`config.mk`:
```
export PLATFORM = sky130hd
export DESIGN_NAME = pbd_top
export DESIGN_NICKNAME = d
export VERILOG_FILES = /design/src/core/pbd_pkg.sv /design/src/core/pbd_prescale.sv /design/src/core/pbd_top.sv
export VERILOG_INCLUDE_DIRS = /design/src /design/src/core
export SDC_FILE = /design/constraint.sdc
export NUM_CORES = 1
export LEC_CHECK = 0
export BUFFER_PORTS_ARGS = -buffer_cell sky130_fd_sc_hd__buf_2
export CAP_MARGIN = 15
export CORE_AREA = 4 4 175 177
export CTS_CLUSTER_DIAMETER = 100
export CTS_CLUSTER_SIZE = 16
export DETAILED_ROUTE_END_ITERATION = 8
export DIE_AREA = 0 0 179 181
export SYNTH_ARGS = -nofsm -noshare
export SYNTH_HDL_FRONTEND = slang
export SYNTH_HIERARCHICAL = 1
export SYNTH_SLANG_ARGS = --single-unit
```
`constraint.sdc`:
```
create_clock -name aclk -period 8.1 [get_ports aclk]
set_input_delay 1.62 -clock aclk [delete_from_list [all_inputs] [get_ports aclk]]
set_output_delay 1.62 -clock aclk [all_outputs]
set_load 0.01 [all_outputs]
```
`src/core/pbd_map.svh`:
```
// register offsets, field positions, reset values and widths of the pwm buffer block
`ifndef PBD_MAP_SVH
`define PBD_MAP_SVH

// register indices; byte address is four times the index
`define PBD_IDX_MOD_B   4'h0
`define PBD_IDX_DTM_B   4'h1
`define PBD_IDX_ENC_C   4'h2
`define PBD_IDX_CFG     4'h3
`define PBD_IDX_MOD_C   4'h4
`define PBD_IDX_VAL4    4'h5
`define PBD_IDX_VAL5    4'h6
`define PBD_IDX_STS     4'h7
`define PBD_IDX_MSK     4'h8
`define PBD_IDX_CNT_C   4'h9
`define PBD_IDX_LAST    4'h9

// enable/control c field positions
`define PBD_ENC_EN      7
`define PBD_ENC_GLD     6
`define PBD_ENC_RST     2
`define PBD_ENC_LDOK    1
`define PBD_ENC_RIE     0

// configuration register field positions
`define PBD_CFG_MTG     0
`define PBD_CFG_WP      1
`define PBD_CFG_PRSC    2
`define PBD_CFG_SWCTL   4
`define PBD_CFG_SWVAL   6

// status and mask bit positions
`define PBD_STS_RF_C    0
`define PBD_STS_LD_B    1

// widths and reset values
`define PBD_MOD_W       15
`define PBD_DTM_W       12
`define PBD_DTM_B_RST   12'hFFF
`define PBD_AXI_OKAY    2'h0
`define PBD_AXI_SLVERR  2'h2

`endif

```
`src/core/pbd_pkg.sv`:
```
// state types of the pwm buffer block
package pbd_pkg;

   // prescaler state
   typedef struct packed {
      logic [2:0] cnt;
      logic       tick;
   } pbd_psc_s;

   // main block state
   typedef struct packed {
      logic              aw_got;
      logic [7:0]        aw_addr;
      logic              w_got;
      logic [31:0]       w_data;
      logic [3:0]        w_strb;
      logic              bvalid;
      logic              berr;
      logic              rvalid;
      logic              rerr;
      logic [31:0]       rdata;
      logic              multi_timebase_select;
      logic              wp;
      logic [1:0]        presc_buf;
      logic [1:0]        presc_act;
      logic [1:0]        sw_ctl;
      logic [1:0]        sw_val;
      logic [14:0]       mod_b_buf;
      logic [14:0]       mod_b_act;
      logic [11:0]       dtm_b;
      logic              en_c;
      logic              gld_c;
      logic              rst_c;
      logic              ldok_c;
      logic              rie_c;
      logic              ldok_arm;
      logic              rf_arm;
      logic [14:0]       mod_c_buf;
      logic [14:0]       mod_c_act;
      logic [1:0][14:0]  val_buf;
      logic [1:0][14:0]  val_act;
      logic [14:0]       cnt_c;
      logic              fresh;
      logic [1:0]        sts;
      logic [1:0]        msk;
      logic [1:0]        pwm;
   } pbd_state_s;

endpackage

```
`src/core/pbd_prescale.sv`:
```
// pwm clock enable divider: one-cycle tick every 1, 2, 4 or 8 core cycles
module pbd_prescale (
   input  wire logic       aclk,
   input  wire logic       aresetn,
   input  wire logic       clear,
   input  wire logic [1:0] div_code,
   output logic            tick
);
   pbd_pkg::pbd_psc_s s_q;
   pbd_pkg::pbd_psc_s s_d;
   logic [2:0]        mask;

   // divide by two to the power of the code
   always_comb begin
      mask = 3'(4'h1 << div_code) - 3'h1;
      s_d = s_q;
      s_d.cnt = clear ? 3'h0 : s_q.cnt + 3'h1;
      s_d.tick = ~clear & ((s_q.cnt & mask) == mask);
   end

   // state register
   always_ff @(posedge aclk) begin
      if (!aresetn) begin
         s_q <= '0;
      end else begin
         s_q <= s_d;
      end
   end

   assign tick = s_q.tick;
endmodule

```
`src/core/pbd_top.sv`:
```
// buffered period and unbuffered deadtime of generator b, generator c enable/control, axi4-lite slave
`include "pbd_map.svh"
module pbd_top (
   input  wire logic        aclk,
   input  wire logic        aresetn,
   input  wire logic        awvalid,
   output logic             awready,
   input  wire logic [7:0]  awaddr,
   input  wire logic [2:0]  awprot,
   input  wire logic        wvalid,
   output logic             wready,
   input  wire logic [31:0] wdata,
   input  wire logic [3:0]  wstrb,
   output logic             bvalid,
   input  wire logic        bready,
   output logic [1:0]       bresp,
   input  wire logic        arvalid,
   output logic             arready,
   input  wire logic [7:0]  araddr,
   input  wire logic [2:0]  arprot,
   output logic             rvalid,
   input  wire logic        rready,
   output logic [31:0]      rdata,
   output logic [1:0]       rresp,
   input  wire logic        load_ok_b,
   input  wire logic        load_cycle_b,
   input  wire logic        global_load_ok,
   input  wire logic        commutation_event,
   output logic [14:0]      period_modulus_b_active,
   output logic [11:0]      deadtime_count_b_out,
   output logic             pwm_output_four,
   output logic             pwm_output_five,
   output logic             irq
);
   pbd_pkg::pbd_state_s s_q;
   pbd_pkg::pbd_state_s s_d;
   logic                tick_c;
   logic                reload_c;
   logic                wrap_c;
   logic                load_go;
   logic                wr_go;
   logic                rd_go;
   logic [4:0]          wsel;
   logic [4:0]          rsel;
   logic [31:0]         wv;
   logic [7:0]          wc;
   logic [1:0]          pwm_next;

   ////////////////////////////////////////////////////////////////////////////////////
   // decode: {mapped, index}
   function automatic logic [4:0] reg_sel(input logic [7:0] addr);
      logic [3:0] idx;
      idx = addr[5:2];
      return {(addr[7:6] == 2'h0) && (idx <= `PBD_IDX_LAST), idx};
   endfunction

   // register read value, multi-timebase gating applied
   function automatic logic [31:0] rd_val(input pbd_pkg::pbd_state_s s, input logic [3:0] idx);
      logic [31:0] v;
      v = 32'h0000_0000;
      case (idx)
         `PBD_IDX_MOD_B: v = s.multi_timebase_select ? 32'(s.mod_b_buf) : 32'h0000_0000;
         `PBD_IDX_DTM_B: v = s.multi_timebase_select ? 32'(s.dtm_b) : 32'h0000_0000;
         `PBD_IDX_ENC_C: v = s.multi_timebase_select ? {24'h00_0000, s.en_c, s.gld_c, 3'h0, s.rst_c, s.ldok_c,
                                      s.rie_c} : 32'h0000_0000;
         `PBD_IDX_CFG:   v = {24'h00_0000, s.sw_val, s.sw_ctl, s.presc_buf, s.wp, s.multi_timebase_select};
         `PBD_IDX_MOD_C: v = s.multi_timebase_select ? 32'(s.mod_c_buf) : 32'h0000_0000;
         `PBD_IDX_VAL4:  v = 32'(s.val_buf[0]);
         `PBD_IDX_VAL5:  v = 32'(s.val_buf[1]);
         `PBD_IDX_STS:   v = 32'(s.sts);
         `PBD_IDX_MSK:   v = 32'(s.msk);
         `PBD_IDX_CNT_C: v = s.multi_timebase_select ? 32'(s.cnt_c) : 32'h0000_0000;
         default:        v = 32'h0000_0000;
      endcase
      return v;
   endfunction

   // byte-lane merge of write data into the current value
   function automatic logic [31:0] wmerge(input logic [31:0] old, input logic [31:0] nw,
                                          input logic [3:0] strb);
      logic [31:0] m;
      m = old;
      for (int i = 0; i < 4; i++) begin
         if (strb[i]) begin
            m[i*8 +: 8] = nw[i*8 +: 8];
         end
      end
      return m;
   endfunction

   ////////////////////////////////////////////////////////////////////////////////////
   // generator c pwm clock enable
   pbd_prescale u_psc (
      .aclk     (aclk),
      .aresetn  (aresetn),
      .clear    (~s_q.en_c),
      .div_code (s_q.presc_act),
      .tick     (tick_c)
   );

   // output compare per channel, software control overrides
   for (genvar g = 0; g < 2; g++) begin : g_out
      assign pwm_next[g] = s_q.sw_ctl[g] ? s_q.sw_val[g]
                         : (s_q.en_c & (s_q.cnt_c < s_q.val_act[g]));
   end

   // cycle end and reload of generator c
   assign wrap_c   = (s_q.mod_c_act <= 15'h0001) ? 1'b1
                   : (s_q.cnt_c >= s_q.mod_c_act - 15'h0001);
   assign reload_c = s_q.en_c & tick_c & (s_q.fresh | wrap_c);
   assign load_go  = s_q.gld_c ? global_load_ok : s_q.ldok_c;

   assign wr_go = s_q.aw_got & s_q.w_got & ~s_q.bvalid;
   assign rd_go = arvalid & ~s_q.rvalid;
   assign wsel  = reg_sel(s_q.aw_addr);
   assign rsel  = reg_sel(araddr);
   assign wv    = wmerge(rd_val(s_q, wsel[3:0]), s_q.w_data, s_q.w_strb);
   assign wc    = s_q.w_data[7:0] & {8{s_q.w_strb[0]}};

   ////////////////////////////////////////////////////////////////////////////////////
   // next state
   always_comb begin
      s_d = s_q;
      // bus channels
      if (awvalid & awready) begin
         s_d.aw_got = 1'b1;
         s_d.aw_addr = awaddr;
      end
      if (wvalid & wready) begin
         s_d.w_got = 1'b1;
         s_d.w_data = wdata;
         s_d.w_strb = wstrb;
      end
      if (s_q.bvalid & bready) begin
         s_d.bvalid = 1'b0;
      end
      if (s_q.rvalid & rready) begin
         s_d.rvalid = 1'b0;
      end
      // read with its arming side effects
      if (rd_go) begin
         s_d.rvalid = 1'b1;
         s_d.rerr = ~rsel[4];
         s_d.rdata = rsel[4] ? rd_val(s_q, rsel[3:0]) : 32'h0000_0000;
         if (rsel[4] && rsel[3:0] == `PBD_IDX_STS && s_q.sts[`PBD_STS_RF_C]) begin
            s_d.rf_arm = 1'b1;
         end
         if (rsel[4] && rsel[3:0] == `PBD_IDX_ENC_C && s_q.multi_timebase_select && !s_q.ldok_c) begin
            s_d.ldok_arm = 1'b1;
         end
      end
      // generator b buffered modulus
      if (load_cycle_b & (load_ok_b | global_load_ok)) begin
         s_d.mod_b_act = s_q.mod_b_buf;
      end
      // generator c counter
      if (!s_q.en_c) begin
         s_d.cnt_c = 15'h0000;
         s_d.fresh = 1'b1;
      end else if (tick_c) begin
         s_d.cnt_c = reload_c ? 15'h0000 : s_q.cnt_c + 15'h0001;
         s_d.fresh = 1'b0;
      end
      if (s_q.en_c & s_q.rst_c & commutation_event) begin
         s_d.fresh = 1'b1;
      end
      // buffered values move in at reload
      if (reload_c & load_go) begin
         s_d.presc_act = s_q.presc_buf;
         s_d.mod_c_act = s_q.mod_c_buf;
         s_d.val_act = s_q.val_buf;
         if (!s_q.gld_c) begin
            s_d.ldok_c = 1'b0;
         end
      end
      // register write
      if (wr_go) begin
         s_d.bvalid = 1'b1;
         s_d.berr = ~wsel[4];
         s_d.aw_got = 1'b0;
         s_d.w_got = 1'b0;
         if (wsel[4]) begin
            case (wsel[3:0])
               `PBD_IDX_MOD_B: begin
                  if (s_q.multi_timebase_select) begin
                     s_d.mod_b_buf = wv[14:0];
                  end
               end
               `PBD_IDX_DTM_B: begin
                  if (s_q.multi_timebase_select && !s_q.wp) begin
                     s_d.dtm_b = wv[11:0];
                  end
               end
               `PBD_IDX_ENC_C: begin
                  if (s_q.multi_timebase_select) begin
                     s_d.en_c = wv[`PBD_ENC_EN];
                     s_d.rie_c = wv[`PBD_ENC_RIE];
                     if (!s_q.wp) begin
                        s_d.gld_c = wv[`PBD_ENC_GLD];
                        s_d.rst_c = wv[`PBD_ENC_RST];
                     end
                     if (!wv[`PBD_ENC_LDOK]) begin
                        s_d.ldok_c = 1'b0;
                     end else if (s_q.ldok_arm) begin
                        s_d.ldok_c = 1'b1;
                     end
                     s_d.ldok_arm = 1'b0;
                  end
               end
               `PBD_IDX_CFG: begin
                  s_d.multi_timebase_select = wv[`PBD_CFG_MTG];
                  s_d.wp = s_q.wp | wv[`PBD_CFG_WP];
                  s_d.presc_buf = wv[`PBD_CFG_PRSC +: 2];
                  s_d.sw_ctl = wv[`PBD_CFG_SWCTL +: 2];
                  s_d.sw_val = wv[`PBD_CFG_SWVAL +: 2];
               end
               `PBD_IDX_MOD_C: begin
                  if (s_q.multi_timebase_select) begin
                     s_d.mod_c_buf = wv[14:0];
                  end
               end
               `PBD_IDX_VAL4: s_d.val_buf[0] = wv[14:0];
               `PBD_IDX_VAL5: s_d.val_buf[1] = wv[14:0];
               `PBD_IDX_STS: begin
                  if (wc[`PBD_STS_LD_B]) begin
                     s_d.sts[`PBD_STS_LD_B] = 1'b0;
                  end
                  if (wc[`PBD_STS_RF_C] && s_q.rf_arm) begin
                     s_d.sts[`PBD_STS_RF_C] = 1'b0;
                  end
                  s_d.rf_arm = 1'b0;
               end
               `PBD_IDX_MSK: s_d.msk = wv[1:0];
               default: s_d.berr = s_q.berr & 1'b0;
            endcase
         end
      end
      // hardware events win over software clears
      if (reload_c) begin
         s_d.sts[`PBD_STS_RF_C] = 1'b1;
         s_d.rf_arm = 1'b0;
      end
      if (load_cycle_b) begin
         s_d.sts[`PBD_STS_LD_B] = 1'b1;
      end
      // generator c enable, load-ok and reload interrupt enable held at zero without multi-timebase
      if (!s_d.multi_timebase_select) begin
         s_d.en_c = 1'b0;
         s_d.ldok_c = 1'b0;
         s_d.rie_c = 1'b0;
         s_d.ldok_arm = 1'b0;
      end
      s_d.pwm = pwm_next;
   end

   // state register
   always_ff @(posedge aclk) begin
      if (!aresetn) begin
         s_q <= '0;
         s_q.dtm_b <= `PBD_DTM_B_RST;
      end else begin
         s_q <= s_d;
      end
   end

   ////////////////////////////////////////////////////////////////////////////////////
   // outputs
   assign awready = ~s_q.aw_got & ~s_q.bvalid;
   assign wready  = ~s_q.w_got & ~s_q.bvalid;
   assign bvalid  = s_q.bvalid;
   assign bresp   = s_q.berr ? `PBD_AXI_SLVERR : `PBD_AXI_OKAY;
   assign arready = ~s_q.rvalid;
   assign rvalid  = s_q.rvalid;
   assign rdata   = s_q.rdata;
   assign rresp   = s_q.rerr ? `PBD_AXI_SLVERR : `PBD_AXI_OKAY;
   assign period_modulus_b_active = s_q.mod_b_act;
   assign deadtime_count_b_out    = s_q.dtm_b;
   assign pwm_output_four = s_q.pwm[0];
   assign pwm_output_five = s_q.pwm[1];
   // reload flag reaches the interrupt only with its enable
   assign irq = |(s_q.sts & s_q.msk & {1'b1, s_q.rie_c});
endmodule

```
==> results.py <==
metrics = {
    "power_and_ir_drop": {
        "clockPowerShare_pct": 38.4,
        "p_total_w": 0.00198,
        "power_switching_w": 0.000484,
        "p_comb_share_pct": 5.7,
        "p_sw_share_pct": 24.5,
        "power.internal_w": 0.00149,
        "p_per_area_nw_per_um2": 163,
        "p_seq_share_pct": 56.0,
        "leakagePower_nw": 4.16,
        "ir_drop_mv": 0.146,
    },
    "floorplan": {
        "dieArea_um2": 32400,
        "io-pin-count": 140,
        "die_h_um": 181,
        "core_um2": 29200,
        "start_util_pct": 39.3,
        "rows": 63,
        "die_w_um": 179,
    },
    "routing": {
        "ant_nets": 0,
        "drt-pass1-iter-count": 7,
        "drc": 0,
        "first_iter_violations": 1062,
        "post_drt_via_cell_ratio": 5.66,
        "routedWlPerCell_um": 19.9,
        "dr_total_vias": 10136,
        "drt_wl_total_um": 35600,
    },
    "synthesis": {
        "synth_most_common_cell": "nand2_1",
        "ys_types": 73,
        "synth_enable_flop_cells": 0,
        "yosys_warnings": 6,
        "synth-seq-area-share_pct": 38.1,
        "netlist_area_um2": 11500,
        "synthFlopType": "dfxtp_1",
        "synth_top_area_share_pct": 38.1,
        "synth-async-reset-ratio_pct": 0,
        "synth_largest_area_cell": "dfxtp_1",
        "syn_avg_cell_area_um2": 8.11,
        "postSynthCellCount": 1419,
        "synth_common_cells": "nand2_1 (304), dfxtp_1 (219), a21oi_1 (144)",
        "synth_area_leaders": "dfxtp_1 (38%), nand2_1 (9.9%), a21oi_1 (6.3%), ha_1 (5.1%), mux2i_1 (4.8%)",
        "synth-seq-cells": 219,
    },
    "cells_and_area": {
        "diodes": 0,
        "drive_gt1_share_pct": 9.71,
        "finalNetCount": 1518,
        "areaGrowthSynthToFinish_pct": 5.20,
        "design_area_um2": 12100,
        "fillers": 2995,
    },
    "setup_path": {
        "worst_setup_path_end_kind": "flop",
        "crit_type": "reg2reg",
        "critPathArrivalTime_ps": 4350,
        "start_kind": "flop",
        "worstPathRequired_ps": 8510,
        "path_max_fanout": 37,
    },
    "sta": {
        "fin_skew_ps": 11.6,
        "fin_ws_ps": 4160,
        "worstMarginPinSlew_ps": 1200,
        "max_slew_margin_pct": 19.3,
        "min_period_ps": 3940,
        "setup_viol": 0,
        "fmax_ghz": 0.254,
        "tns_ps": 0,
        "hold_violations": 0,
        "hold_slack_ps": 453,
        "slew_viol_final": 0,
        "fin_crit_sh_pct": 48.7,
        "rsz0062_at_grt": "no",
    },
    "grt": {
        "grt_pass1_wl_um": 55100,
        "grt_util_all_layers_pct": 21.3,
        "grt_pass1_vias": 9601,
        "grt_max_degree": 84,
        "antenna_found_initial": 0,
        "grt_overflow_total": 0,
    },
    "run_status": {
        "status": "completed",
    },
    "clock_tree": {
        "clockBufferDepth": 3,
        "cts_buffers": 17,
        "cts_hold_buf": 0,
        "root_buffer": "clkbuf_16",
        "cts_tree": "built",
        "post_cts_resized": 0,
        "cts_setup_buffers": 0,
        "clk_pin_slew_ps": 70,
        "htree_levels": 1,
        "clk-insertion-delay-late_ps": 490,
        "cts_sinks": 219,
    },
    "worst_hold_path": {
        "hp-class": "reg2reg",
    },
    "place": {
        "globalplace.congestion": 0.937,
        "io_buffers": 91,
        "pre_cts_ws_ps": 3780,
        "dp_hpwl_um": 26200,
        "postPlaceCellArea_um2": 11700,
    },
    "job": {
        "drv_cap": 0,
    },
}
## sequential cells by signal (all words and copies together) (netlist names)
name	count
rvalid	1
period_modulus_b_active	15
deadtime_count_b_out	12
s_q	169
rdata	15
bvalid	1
pwm_output_five	1
u_psc/tick	1
pwm_output_four	1
u_psc/s_q	3
## path summary, 6_finish.rpt
| kind | start | slack [ps] | depth (start not counted) | end |
|---|---|---|---|---|
| max reg2reg | s_q[90] | 4160 | 11 | s_q[91] |
| min reg2reg | u_psc/s_q[1] | 450 | 1 | u_psc/s_q[1] |
| max | s_q[90] | 4160 | 11 | s_q[91] |
| min | u_psc/s_q[1] | 450 | 1 | u_psc/s_q[1] |
## cell type report
type                       count  area, µm²  share of cell area [%]
timing repair buffer          98        510                    4.22
clock buffer                  17        425                    3.52
clock inverter                 1       7.51                  0.0620
sequential                   219       4380                    36.2
tap                          390        488                    4.03
inverter                      46        174                    1.44
multi-input combinational   1020       6110                    50.5
## layout by cell type, fill, tap and decap left out, types with 16 or more instances in the layout
cell type / instances
nand2_1: 304
o21ai_0: 36
nor2_1: 78
a222oi_1: 26
inv_1: 45
a21oi_1: 144
dfxtp_1: 219
ha_1: 47
a22oi_1: 34
conb_1: 19
clkbuf_16: 17
nand3_1: 28
xnor2_1: 16
mux2i_1: 55
buf_2: 90
a31oi_1: 18
## cells by family after synthesis
| group | count (synthesis) | share of synthesized area, % |
|---|---|---|
| simple gates | 535 | 21.5 |
| compound gates | 335 | 18.8 |
| flops | 219 | 38.1 |
| buf+inv | 198 | 9.34 |
| mux | 58 | 5.08 |
| fa+ha+maj | 47 | 5.11 |
| xor+xnor | 26 | 1.98 |
| other cells | 1 | 0.0326 |
## power by group through the flow
stage | registers [W] | logic (W) | clock network (W)
after floorplan | 0.00112 | 0.0000880 | 0
final | 0.00111 | 0.000112 | 0.000758
after global placement | 0.00113 | 0.000110 | 0
after detailed placement | 0.00113 | 0.000110 | 0
after global routing | 0.00111 | 0.000122 | 0.000814
after CTS | 0.00110 | 0.000111 | 0.000772
## critical path, cell delays in order (launching register included)
cell	delay [ps]
dfxtp_1	370
or4_4	570
nor3_2	190
nor2b_1	180
xnor2_1	80
ha_1	310
nand4_1	190
nor2_1	190
a211oi_2	140
nor4_4	690
buf_4	650
mux2i_1	260
## through the flow
stage	std cells	util, %
after global placement	1773	39.9
after floorplan	1437	-
after detailed placement	1773	39.9
after global routing	1791	41.4
after CTS	1791	41.4
final	1791	41.4
## metal layers
metal / routed length [µm] / GRT usage [%]
met5: 0 / 0
met4: 1620 / 8.01
met3: 2300 / 2.97
met2: 16500 / 34.6
met1: 15200 / 28.8
No activity file was read; power rests on OpenSTA's default activity.
